## config.mk

```make
export PLATFORM = sky130hd
export DESIGN_NAME = frie_exec
export DESIGN_NICKNAME = d
export VERILOG_FILES = /design/src/design/frie_file_mem.v /design/src/design/frie_ret_stack.v /design/src/design/frie_exec.v
export VERILOG_INCLUDE_DIRS = /design/src /design/src/design
export SDC_FILE = /design/constraint.sdc
export NUM_CORES = 1
export LEC_CHECK = 0
export BUFFER_PORTS_ARGS = -buffer_cell sky130_fd_sc_hd__buf_2
export CAP_MARGIN = 20
export CORE_MARGIN = 2
export CORE_UTILIZATION = 50
export DETAILED_ROUTE_END_ITERATION = 10
export PLACE_DENSITY = 0.66
export SLEW_MARGIN = 10
export SYNTH_ARGS = -nofsm -noshare
export SYNTH_HDL_FRONTEND = slang
export SYNTH_SLANG_ARGS = --single-unit
```

## constraint.sdc

```tcl
create_clock -name pclk -period 22.4 [get_ports pclk]
set_clock_uncertainty 0.05 [all_clocks]
set_input_delay 4.48 -clock pclk [delete_from_list [all_inputs] [get_ports pclk]]
set_output_delay 4.48 -clock pclk [all_outputs]
set_load 0.02 [all_outputs]
```

## src/design/frie_defines.vh

```
// Constants for the file-register instruction execution block
`ifndef FRIE_DEFINES_VH
`define FRIE_DEFINES_VH

// Widths and stack depth
`define FRIE_OP_W          4
`define FRIE_ADDR_W        7
`define FRIE_DATA_W        8
`define FRIE_PC_W          13
`define FRIE_PADDR_W       12
`define FRIE_STACK_DEPTH   8
`define FRIE_STACK_PTR_W   3

// Decoded operation codes from the fetch stage
`define FRIE_OP_NOP        4'h0
`define FRIE_OP_INC        4'h1
`define FRIE_OP_OR         4'h2
`define FRIE_OP_MOVE       4'h3
`define FRIE_OP_LIT        4'h4
`define FRIE_OP_RETI       4'h5
`define FRIE_OP_STORE      4'h6
`define FRIE_OP_RETLIT     4'h7
`define FRIE_OP_SLEEP      4'h8
`define FRIE_OP_ROTL       4'h9

// Register byte offsets
`define FRIE_OFS_WREG      12'h000
`define FRIE_OFS_STATUS    12'h004
`define FRIE_OFS_STATE     12'h008

// Status register bit positions
`define FRIE_ST_CARRY      0
`define FRIE_ST_ZERO       2
`define FRIE_ST_PDOWN      3
`define FRIE_ST_TMOUT      4
`define FRIE_ST_GIE        7

// Reset values
`define FRIE_RST_WREG      8'h00
`define FRIE_RST_CARRY     1'b0
`define FRIE_RST_ZERO      1'b0
`define FRIE_RST_TMOUT     1'b1
`define FRIE_RST_PDOWN     1'b1
`define FRIE_RST_GIE       1'b0

`endif

```

## src/design/frie_file_mem.v

```verilog
// File register memory with registered read data
`timescale 1ns/1ps
`default_nettype none

module frie_file_mem #(
  parameter AW = 7,
  parameter DW = 8
) (
  input  wire          pclk,
  input  wire          presetn,
  input  wire          wr_en,
  input  wire [AW-1:0] wr_addr,
  input  wire [DW-1:0] wr_data,
  input  wire          rd_en,
  input  wire [AW-1:0] rd_addr,
  output reg  [DW-1:0] rd_data
);

  reg [DW-1:0] mem_reg [0:(1<<AW)-1];

  ////////////////////////////////////////////////////////////////////////////
  // Storage
  always @(posedge pclk)
  begin
    if (wr_en)
    begin
      mem_reg[wr_addr] <= wr_data;
    end
  end

  ////////////////////////////////////////////////////////////////////////////
  // Read port
  always @(posedge pclk or negedge presetn)
  begin
    if (!presetn)
    begin
      rd_data <= {DW{1'b0}};
    end
    else if (rd_en)
    begin
      rd_data <= mem_reg[rd_addr];
    end
  end

endmodule // frie_file_mem

`default_nettype wire

```

## src/design/frie_ret_stack.v

```verilog
// Circular return stack with registered top entry
`timescale 1ns/1ps
`default_nettype none

module frie_ret_stack #(
  parameter DEPTH = 8,
  parameter PTRW  = 3,
  parameter PW    = 13
) (
  input  wire          pclk,
  input  wire          presetn,
  input  wire          push,
  input  wire [PW-1:0] push_data,
  input  wire          pop,
  output reg  [PW-1:0] return_stack_top
);

  reg  [PTRW-1:0]     ptr_reg;
  wire [DEPTH*PW-1:0] ent_flat;
  wire [PTRW-1:0]     below_top;

  assign below_top = ptr_reg - {{(PTRW-1){1'b0}}, 1'b1} - {{(PTRW-1){1'b0}}, 1'b1};

  ////////////////////////////////////////////////////////////////////////////
  // Entries
  genvar i;
  generate
    for (i = 0; i < DEPTH; i = i + 1)
    begin : g_ent
      reg [PW-1:0] ent_reg;
      always @(posedge pclk or negedge presetn)
      begin
        if (!presetn)
        begin
          ent_reg <= {PW{1'b0}};
        end
        else if (push && !pop && (ptr_reg == i))
        begin
          ent_reg <= push_data;
        end
      end
      assign ent_flat[i*PW +: PW] = ent_reg;
    end
  endgenerate

  ////////////////////////////////////////////////////////////////////////////
  // Pointer and top
  always @(posedge pclk or negedge presetn)
  begin
    if (!presetn)
    begin
      ptr_reg          <= {PTRW{1'b0}};
      return_stack_top <= {PW{1'b0}};
    end
    else if (pop)
    begin
      ptr_reg          <= ptr_reg - {{(PTRW-1){1'b0}}, 1'b1};
      return_stack_top <= ent_flat[below_top*PW +: PW];
    end
    else if (push)
    begin
      ptr_reg          <= ptr_reg + {{(PTRW-1){1'b0}}, 1'b1};
      return_stack_top <= push_data;
    end
  end

endmodule // frie_ret_stack

`default_nettype wire

```

## src/design/frie_exec.v

```verilog
// Execution unit for file-register, literal, return and sleep instructions
`timescale 1ns/1ps
`default_nettype none
`include "frie_defines.vh"

module frie_exec #(
  parameter STACK_DEPTH = `FRIE_STACK_DEPTH,
  parameter STACK_PTR_W = `FRIE_STACK_PTR_W
) (
  input  wire                       pclk,
  input  wire                       presetn,
  input  wire                       psel,
  input  wire                       penable,
  input  wire                       pwrite,
  input  wire [`FRIE_PADDR_W-1:0]   paddr,
  input  wire [31:0]                pwdata,
  output reg  [31:0]                prdata,
  output reg                        pready,
  output reg                        pslverr,
  input  wire                       instr_valid,
  output reg                        instr_ready,
  input  wire [`FRIE_OP_W-1:0]      instr_op,
  input  wire [`FRIE_ADDR_W-1:0]    instr_addr,
  input  wire                       instr_dest,
  input  wire [`FRIE_DATA_W-1:0]    instr_lit,
  input  wire                       stack_push,
  input  wire [`FRIE_PC_W-1:0]      stack_push_data,
  input  wire                       wake_req,
  output reg                        pc_advance,
  output reg                        pc_load,
  output reg  [`FRIE_PC_W-1:0]      pc_load_value,
  output reg                        fetch_flush,
  output reg                        global_interrupt_enable,
  output reg                        sleep_active,
  output reg                        watchdog_timer_clear,
  output reg                        prescaler_clear
);

  localparam [3:0] S_IDLE  = 4'h1;
  localparam [3:0] S_EXEC  = 4'h2;
  localparam [3:0] S_FLUSH = 4'h4;
  localparam [3:0] S_SLEEP = 4'h8;

  reg  [3:0]               state_reg;
  reg  [3:0]               state_next;
  reg  [`FRIE_OP_W-1:0]    op_reg;
  reg  [`FRIE_ADDR_W-1:0]  addr_reg;
  reg                      dest_reg;
  reg  [`FRIE_DATA_W-1:0]  lit_reg;
  reg  [`FRIE_DATA_W-1:0]  wreg_reg;
  reg  [`FRIE_DATA_W-1:0]  wreg_next;
  reg                      carry_reg;
  reg                      carry_next;
  reg                      zero_reg;
  reg                      zero_next;
  reg                      timeout_status_bit;
  reg                      tmout_next;
  reg                      powerdown_status_bit;
  reg                      pdown_next;
  reg                      gie_next;
  reg                      wake_meta_reg;
  reg                      wake_sync_reg;
  reg                      file_wr_en;
  reg  [`FRIE_DATA_W-1:0]  file_wr_data;
  reg  [`FRIE_DATA_W-1:0]  result;
  reg                      route_result;
  reg                      stack_pop;
  reg                      adv_next;
  reg                      load_next;
  reg                      flush_next;
  reg                      wdt_next;
  reg  [31:0]              rdata_next;
  reg                      err_next;
  wire [`FRIE_DATA_W-1:0]  file_value;
  wire [`FRIE_PC_W-1:0]    return_stack_top;
  wire                     accept;
  wire                     apb_setup;
  wire                     apb_write;
  wire [`FRIE_DATA_W-1:0]  status_value;

  assign accept    = instr_valid && instr_ready && state_reg[0];
  assign apb_setup = psel && !penable;
  assign apb_write = psel && penable && pready && pwrite;

  assign status_value = {global_interrupt_enable, 2'b00, timeout_status_bit,
                         powerdown_status_bit, zero_reg, 1'b0, carry_reg};

  ////////////////////////////////////////////////////////////////////////////
  // File register space and return stack
  frie_file_mem #(
    .AW (`FRIE_ADDR_W),
    .DW (`FRIE_DATA_W)
  ) u_file_mem (
    .pclk    (pclk),
    .presetn (presetn),
    .wr_en   (file_wr_en),
    .wr_addr (addr_reg),
    .wr_data (file_wr_data),
    .rd_en   (accept),
    .rd_addr (instr_addr),
    .rd_data (file_value)
  );

  frie_ret_stack #(
    .DEPTH (STACK_DEPTH),
    .PTRW  (STACK_PTR_W),
    .PW    (`FRIE_PC_W)
  ) u_ret_stack (
    .pclk             (pclk),
    .presetn          (presetn),
    .push             (stack_push),
    .push_data        (stack_push_data),
    .pop              (stack_pop),
    .return_stack_top (return_stack_top)
  );

  ////////////////////////////////////////////////////////////////////////////
  // Execution next state
  always @*
  begin
    state_next   = state_reg;
    wreg_next    = wreg_reg;
    carry_next   = carry_reg;
    zero_next    = zero_reg;
    tmout_next   = timeout_status_bit;
    pdown_next   = powerdown_status_bit;
    gie_next     = global_interrupt_enable;
    file_wr_en   = 1'b0;
    file_wr_data = file_value;
    result       = file_value;
    route_result = 1'b0;
    stack_pop    = 1'b0;
    adv_next     = 1'b0;
    load_next    = 1'b0;
    flush_next   = 1'b0;
    wdt_next     = 1'b0;
    // Software writes first, execution overrides
    if (apb_write && (paddr == `FRIE_OFS_WREG))
    begin
      wreg_next = pwdata[`FRIE_DATA_W-1:0];
    end
    if (apb_write && (paddr == `FRIE_OFS_STATUS))
    begin
      carry_next = pwdata[`FRIE_ST_CARRY];
      zero_next  = pwdata[`FRIE_ST_ZERO];
      gie_next   = pwdata[`FRIE_ST_GIE];
    end
    case (state_reg)
      S_IDLE:
      begin
        if (accept)
        begin
          state_next = S_EXEC;
        end
      end
      S_EXEC:
      begin
        state_next = S_IDLE;
        adv_next   = 1'b1;
        case (op_reg)
          `FRIE_OP_INC:
          begin
            result       = file_value + 8'h01;
            route_result = 1'b1;
            zero_next    = (result == 8'h00);
          end
          `FRIE_OP_OR:
          begin
            result       = wreg_reg | file_value;
            route_result = 1'b1;
            zero_next    = (result == 8'h00);
          end
          `FRIE_OP_MOVE:
          begin
            result       = file_value;
            route_result = 1'b1;
            zero_next    = (result == 8'h00);
          end
          `FRIE_OP_LIT:
          begin
            wreg_next = lit_reg;
          end
          `FRIE_OP_RETI:
          begin
            adv_next   = 1'b0;
            load_next  = 1'b1;
            stack_pop  = 1'b1;
            gie_next   = 1'b1;
            state_next = S_FLUSH;
          end
          `FRIE_OP_STORE:
          begin
            file_wr_en   = 1'b1;
            file_wr_data = wreg_reg;
          end
          `FRIE_OP_RETLIT:
          begin
            adv_next   = 1'b0;
            wreg_next  = lit_reg;
            load_next  = 1'b1;
            stack_pop  = 1'b1;
            state_next = S_FLUSH;
          end
          `FRIE_OP_SLEEP:
          begin
            wdt_next   = 1'b1;
            tmout_next = 1'b1;
            pdown_next = 1'b0;
            state_next = S_SLEEP;
          end
          `FRIE_OP_ROTL:
          begin
            result       = {file_value[6:0], carry_reg};
            carry_next   = file_value[7];
            route_result = 1'b1;
          end
          default:
          begin
            adv_next = 1'b1;
          end
        endcase
        // Destination routing
        if (route_result)
        begin
          if (dest_reg)
          begin
            file_wr_en   = 1'b1;
            file_wr_data = result;
          end
          else
          begin
            wreg_next = result;
          end
        end
      end
      S_FLUSH:
      begin
        flush_next = 1'b1;
        state_next = S_IDLE;
      end
      S_SLEEP:
      begin
        if (wake_sync_reg)
        begin
          state_next = S_IDLE;
        end
      end
      default:
      begin
        state_next = S_IDLE;
      end
    endcase
  end

  ////////////////////////////////////////////////////////////////////////////
  // APB read data
  always @*
  begin
    rdata_next = 32'h0000_0000;
    err_next   = 1'b0;
    case (paddr)
      `FRIE_OFS_WREG:   rdata_next = {24'h00_0000, wreg_reg};
      `FRIE_OFS_STATUS: rdata_next = {24'h00_0000, status_value};
      `FRIE_OFS_STATE:  rdata_next = {27'h000_0000, !instr_ready, state_reg};
      default:          err_next   = 1'b1;
    endcase
  end

  ////////////////////////////////////////////////////////////////////////////
  // Registers
  always @(posedge pclk or negedge presetn)
  begin
    if (!presetn)
    begin
      state_reg               <= S_IDLE;
      op_reg                  <= `FRIE_OP_NOP;
      addr_reg                <= 7'h00;
      dest_reg                <= 1'b0;
      lit_reg                 <= 8'h00;
      wreg_reg                <= `FRIE_RST_WREG;
      carry_reg               <= `FRIE_RST_CARRY;
      zero_reg                <= `FRIE_RST_ZERO;
      timeout_status_bit      <= `FRIE_RST_TMOUT;
      powerdown_status_bit    <= `FRIE_RST_PDOWN;
      global_interrupt_enable <= `FRIE_RST_GIE;
      wake_meta_reg           <= 1'b0;
      wake_sync_reg           <= 1'b0;
      instr_ready             <= 1'b0;
      pc_advance              <= 1'b0;
      pc_load                 <= 1'b0;
      pc_load_value           <= 13'h0000;
      fetch_flush             <= 1'b0;
      sleep_active            <= 1'b0;
      watchdog_timer_clear    <= 1'b0;
      prescaler_clear         <= 1'b0;
      prdata                  <= 32'h0000_0000;
      pready                  <= 1'b0;
      pslverr                 <= 1'b0;
    end
    else
    begin
      state_reg               <= state_next;
      wreg_reg                <= wreg_next;
      carry_reg               <= carry_next;
      zero_reg                <= zero_next;
      timeout_status_bit      <= tmout_next;
      powerdown_status_bit    <= pdown_next;
      global_interrupt_enable <= gie_next;
      wake_meta_reg           <= wake_req;
      wake_sync_reg           <= wake_meta_reg;
      if (accept)
      begin
        op_reg   <= instr_op;
        addr_reg <= instr_addr;
        dest_reg <= instr_dest;
        lit_reg  <= instr_lit;
      end
      instr_ready          <= state_next[0] && !accept;
      pc_advance           <= adv_next;
      pc_load              <= load_next;
      pc_load_value        <= load_next ? return_stack_top : pc_load_value;
      fetch_flush          <= flush_next;
      sleep_active         <= state_next[3];
      watchdog_timer_clear <= wdt_next;
      prescaler_clear      <= wdt_next;
      pready               <= apb_setup && !pready;
      if (apb_setup)
      begin
        prdata  <= rdata_next;
        pslverr <= err_next;
      end
      else
      begin
        pslverr <= 1'b0;
      end
    end
  end

endmodule // frie_exec

`default_nettype wire

```

==> flow_summary.yaml <==
drt:
  drcViolationCount: 0
  drt-pass1-iter-count: 7
  wl_per_cell_um: 27.3
  vias: 25400
  drtIter0Drc: 2450
  wirelength_um: 112000
  via_per_inst: 6.17
  ant_nets: 0
floorplanning:
  rows: 115
  die_area_um2: 101000
  core_um2: 98100
  chipWidth_um: 318
  start_util_pct: 50.4
  num_io_pins: 140
  dieHeight_um: 318
setup_path:
  path_buf_inv: 3
  worstReg2RegEnd: "u_file_mem.mem_reg[31][3]"
  cpMostUsedCell: "a22oi_1"
  path_cells: "buf_8, buf_12, buf_4, mux4_2, a221oi_1, a22oi_1, a22oi_1, nand4_1"
  slowest_delay_ns: 0.89
  start_kind: "input pin"
  slowest_stage: "buf_4"
  arrival_ns: 8.64
  worstSetupEndpointType: "flop"
  r2r_cells: 6
  worst-path-stages: 8
  required_ns: 22.90
  critPathTopFamily: "buffers and inverters"
  crit_type: "in2reg"
  critPathCapture: "u_file_mem.rd_data[6]"
  cp_max_fo: 98
  r2r_slack_ns: 17.53
  critPathLaunch: "instr_addr[1]"
  worstReg2RegStart: "op_reg[2]"
placement:
  port_buffers: 91
  hpwl_um: 67600
  post-place-ws_ns: 13.50
  gp_congestion: 0.877
logic_synthesis:
  synth_area_um2: 49400
  synth_edf_count: 1024
  yosysSeqAreaShare_pct: 72.0
  synthCells: 2635
  yosysUniqueCellTypes: 71
  yosys.area_share.simple_pct: 4.19
  synth_top_family_by_area: "multiplexers"
  async_flop_share_pct: 15.9
  avgSynthCellArea_um2: 18.8
  synth-seq-cells: 1218
  yosys_warnings: 0
  yosys.area_share.xor_xnor_pct: 0.0709
  ys.flop_type: "edfxtp_1"
  synthAdderAreaFrac_pct: 0.253
  synth_compound_area_share_pct: 3.20
  synthMuxAreaShare_pct: 18.1
sta:
  tightest_slew_ns: 1.12
  fin_crit_sh_pct: 36.3
  layout_setup_ws_ns: 14.26
  slew_violations: 0
  setup_viol: 0
  hold_slack_ns: 0.330
  hold_viol: 0
  fmax_ghz: 0.123
  tns_ns: 0
  rsz0062_at_grt: "no"
  slew_headroom_pct: 25.1
  min_period_ns: 8.14
cts:
  cts_max_level: 3
  cts_resized: 0
  cts_tree: "built"
  cts_root_buf: "clkbuf_16"
  ctsLongestPathBuffers: 3
  postCtsHoldBufs: 0
  cts-buffers-inserted: 121
  cts_setup_buffers: 0
  clock_latency_ns: 0.71
  clkTransAtPathRegs_ns: 0.06
  clock_sinks: 1218
min_path:
  hold_path.class: "reg2reg"
power_and_ir_drop:
  leakage_nw: 18.6
  peakVddDrop_mv: 0.0777
  cellPowerDensity_nw_per_um2: 112
global_routing:
  grt_max_degree: 134
  grt_use_total_pct: 22.3
  overflow: 0
  grt_pass1_vias: 26200
  antenna_found_initial: 2
  grt_pass1_wl_um: 169000
cells_and_area:
  area_delta_synth_final_pct: 11.5
  largest_reg_flops: 1024
  drive_gt1_share_pct: 26.9
  nets: 2822
flow_run:
  maxCapViolations: 0
run_status:
  status: "complete, no violations"
-- area by class of cell --
class                           instances  area, µm²
Timing Repair Buffer                  136        936
Clock buffer                          147       3210
Inverter                               18       67.6
Clock inverter                         80        762
Multi-Input combinational cell       1232      12900
Sequential cell                      1218      35600
Antenna cell                            1       2.50
Tap cell                             1287       1610
Fill cell                            7326      43000
-- cells in the final DEF, fill, tap and decap left out, drive strengths merged, types with 5 or more instances in the layout --
cell type,count
a32oi,13
a21oi,49
nand2,140
a221o,7
a31oi,11
nand3,37
mux2i,103
nand4,16
o32ai,7
nor2b,31
bufinv,13
nor2,171
o211ai,5
mux2,137
clkinvlp,6
dfrtp,192
o22ai,5
nand2b,6
inv,20
a2bb2oi,13
nor4b,5
clkbuf,151
mux4,282
a211oi,16
clkinv,59
a221oi,17
edfxtp,1024
a22oi,29
nor4,8
buf,132
ha,10
o21ai,32
conb,24
-- kinds of logic (layout without fill, tap and decap cells) --
| group | after synthesis | count (layout) |
|---|---|---|
| flops | 1218 | 1218 |
| mux | 522 | 522 |
| simple gates | 445 | 445 |
| compound gates | 227 | 227 |
| buf+inv | 208 | 381 |
| fa+ha+maj | 10 | 10 |
| xor+xnor | 4 | 4 |
| other cells | 1 | 25 |
-- per-layer routing --
layer | vias up | global-route usage (%) | routed length [µm]
met5 | - | 0 | 13
met4 | 2 | 7.09 | 2890
li1 | 10700 | - | -
met3 | 187 | 3.82 | 8120
met2 | 1035 | 35.7 | 54400
met1 | 13400 | 31.6 | 46900
-- how the worst min path moves through the flow --
stage               slack, ns  cells past startpoint          start            end
finish                   0.33                      0  wake_meta_reg  wake_sync_reg
floorplan                0.28                      0  wake_meta_reg  wake_sync_reg
detailed placement       0.31                      0  wake_meta_reg  wake_sync_reg
global placement         0.29                      0  wake_meta_reg  wake_sync_reg
global route             0.34                      0  wake_meta_reg  wake_sync_reg
CTS                      0.33                      0  wake_meta_reg  wake_sync_reg
-- per-stage QoR --
step                      cells  power [mW]  utilization (%)  cell area [µm²]
after floorplan            2658        3.83                -            49500
after global placement     3883        4.12             52.0            51000
after detailed placement   3884        4.19             52.0            51000
after CTS                  4111        6.19             56.0            55000
after global routing       4119        6.41             56.2            55100
final                      4119        6.17             56.2            55100
-- cell usage after synthesis, types with 5 or more instances --
cell type	instances	area share (%)
o22ai_1	5	0.063
nand3_1	36	0.36
inv_1	16	0.12
nor4_1	8	0.10
nand4_1	16	0.20
buf_2	43	0.44
nand2_1	140	1.1
a31oi_1	11	0.14
nor2_1	171	1.3
nor2b_1	31	0.39
o211ai_1	5	0.076
buf_4	49	0.74
a2bb2oi_1	13	0.23
a211oi_1	16	0.24
o32ai_1	7	0.12
ha_1	10	0.25
nand2b_1	6	0.076
mux4_2	282	13
a22oi_1	29	0.44
a221oi_1	17	0.30
mux2_2	137	3.1
o21ai_0	31	0.31
a21oi_1	48	0.49
mux2i_1	103	2.1
dfrtp_1	192	9.7
clkbuf_1	79	0.60
buf_6	8	0.18
buf_1	11	0.084
a221o_1	7	0.14
a32oi_1	13	0.23
edfxtp_1	1024	62
-- where the power goes --
group	switching (mW)	internal, mW	total, mW
sequential	0.149	2.89	3.04
combinational	0.698	0.420	1.12
clock	0.849	1.17	2.02
Power figures use the tool's default switching activity.
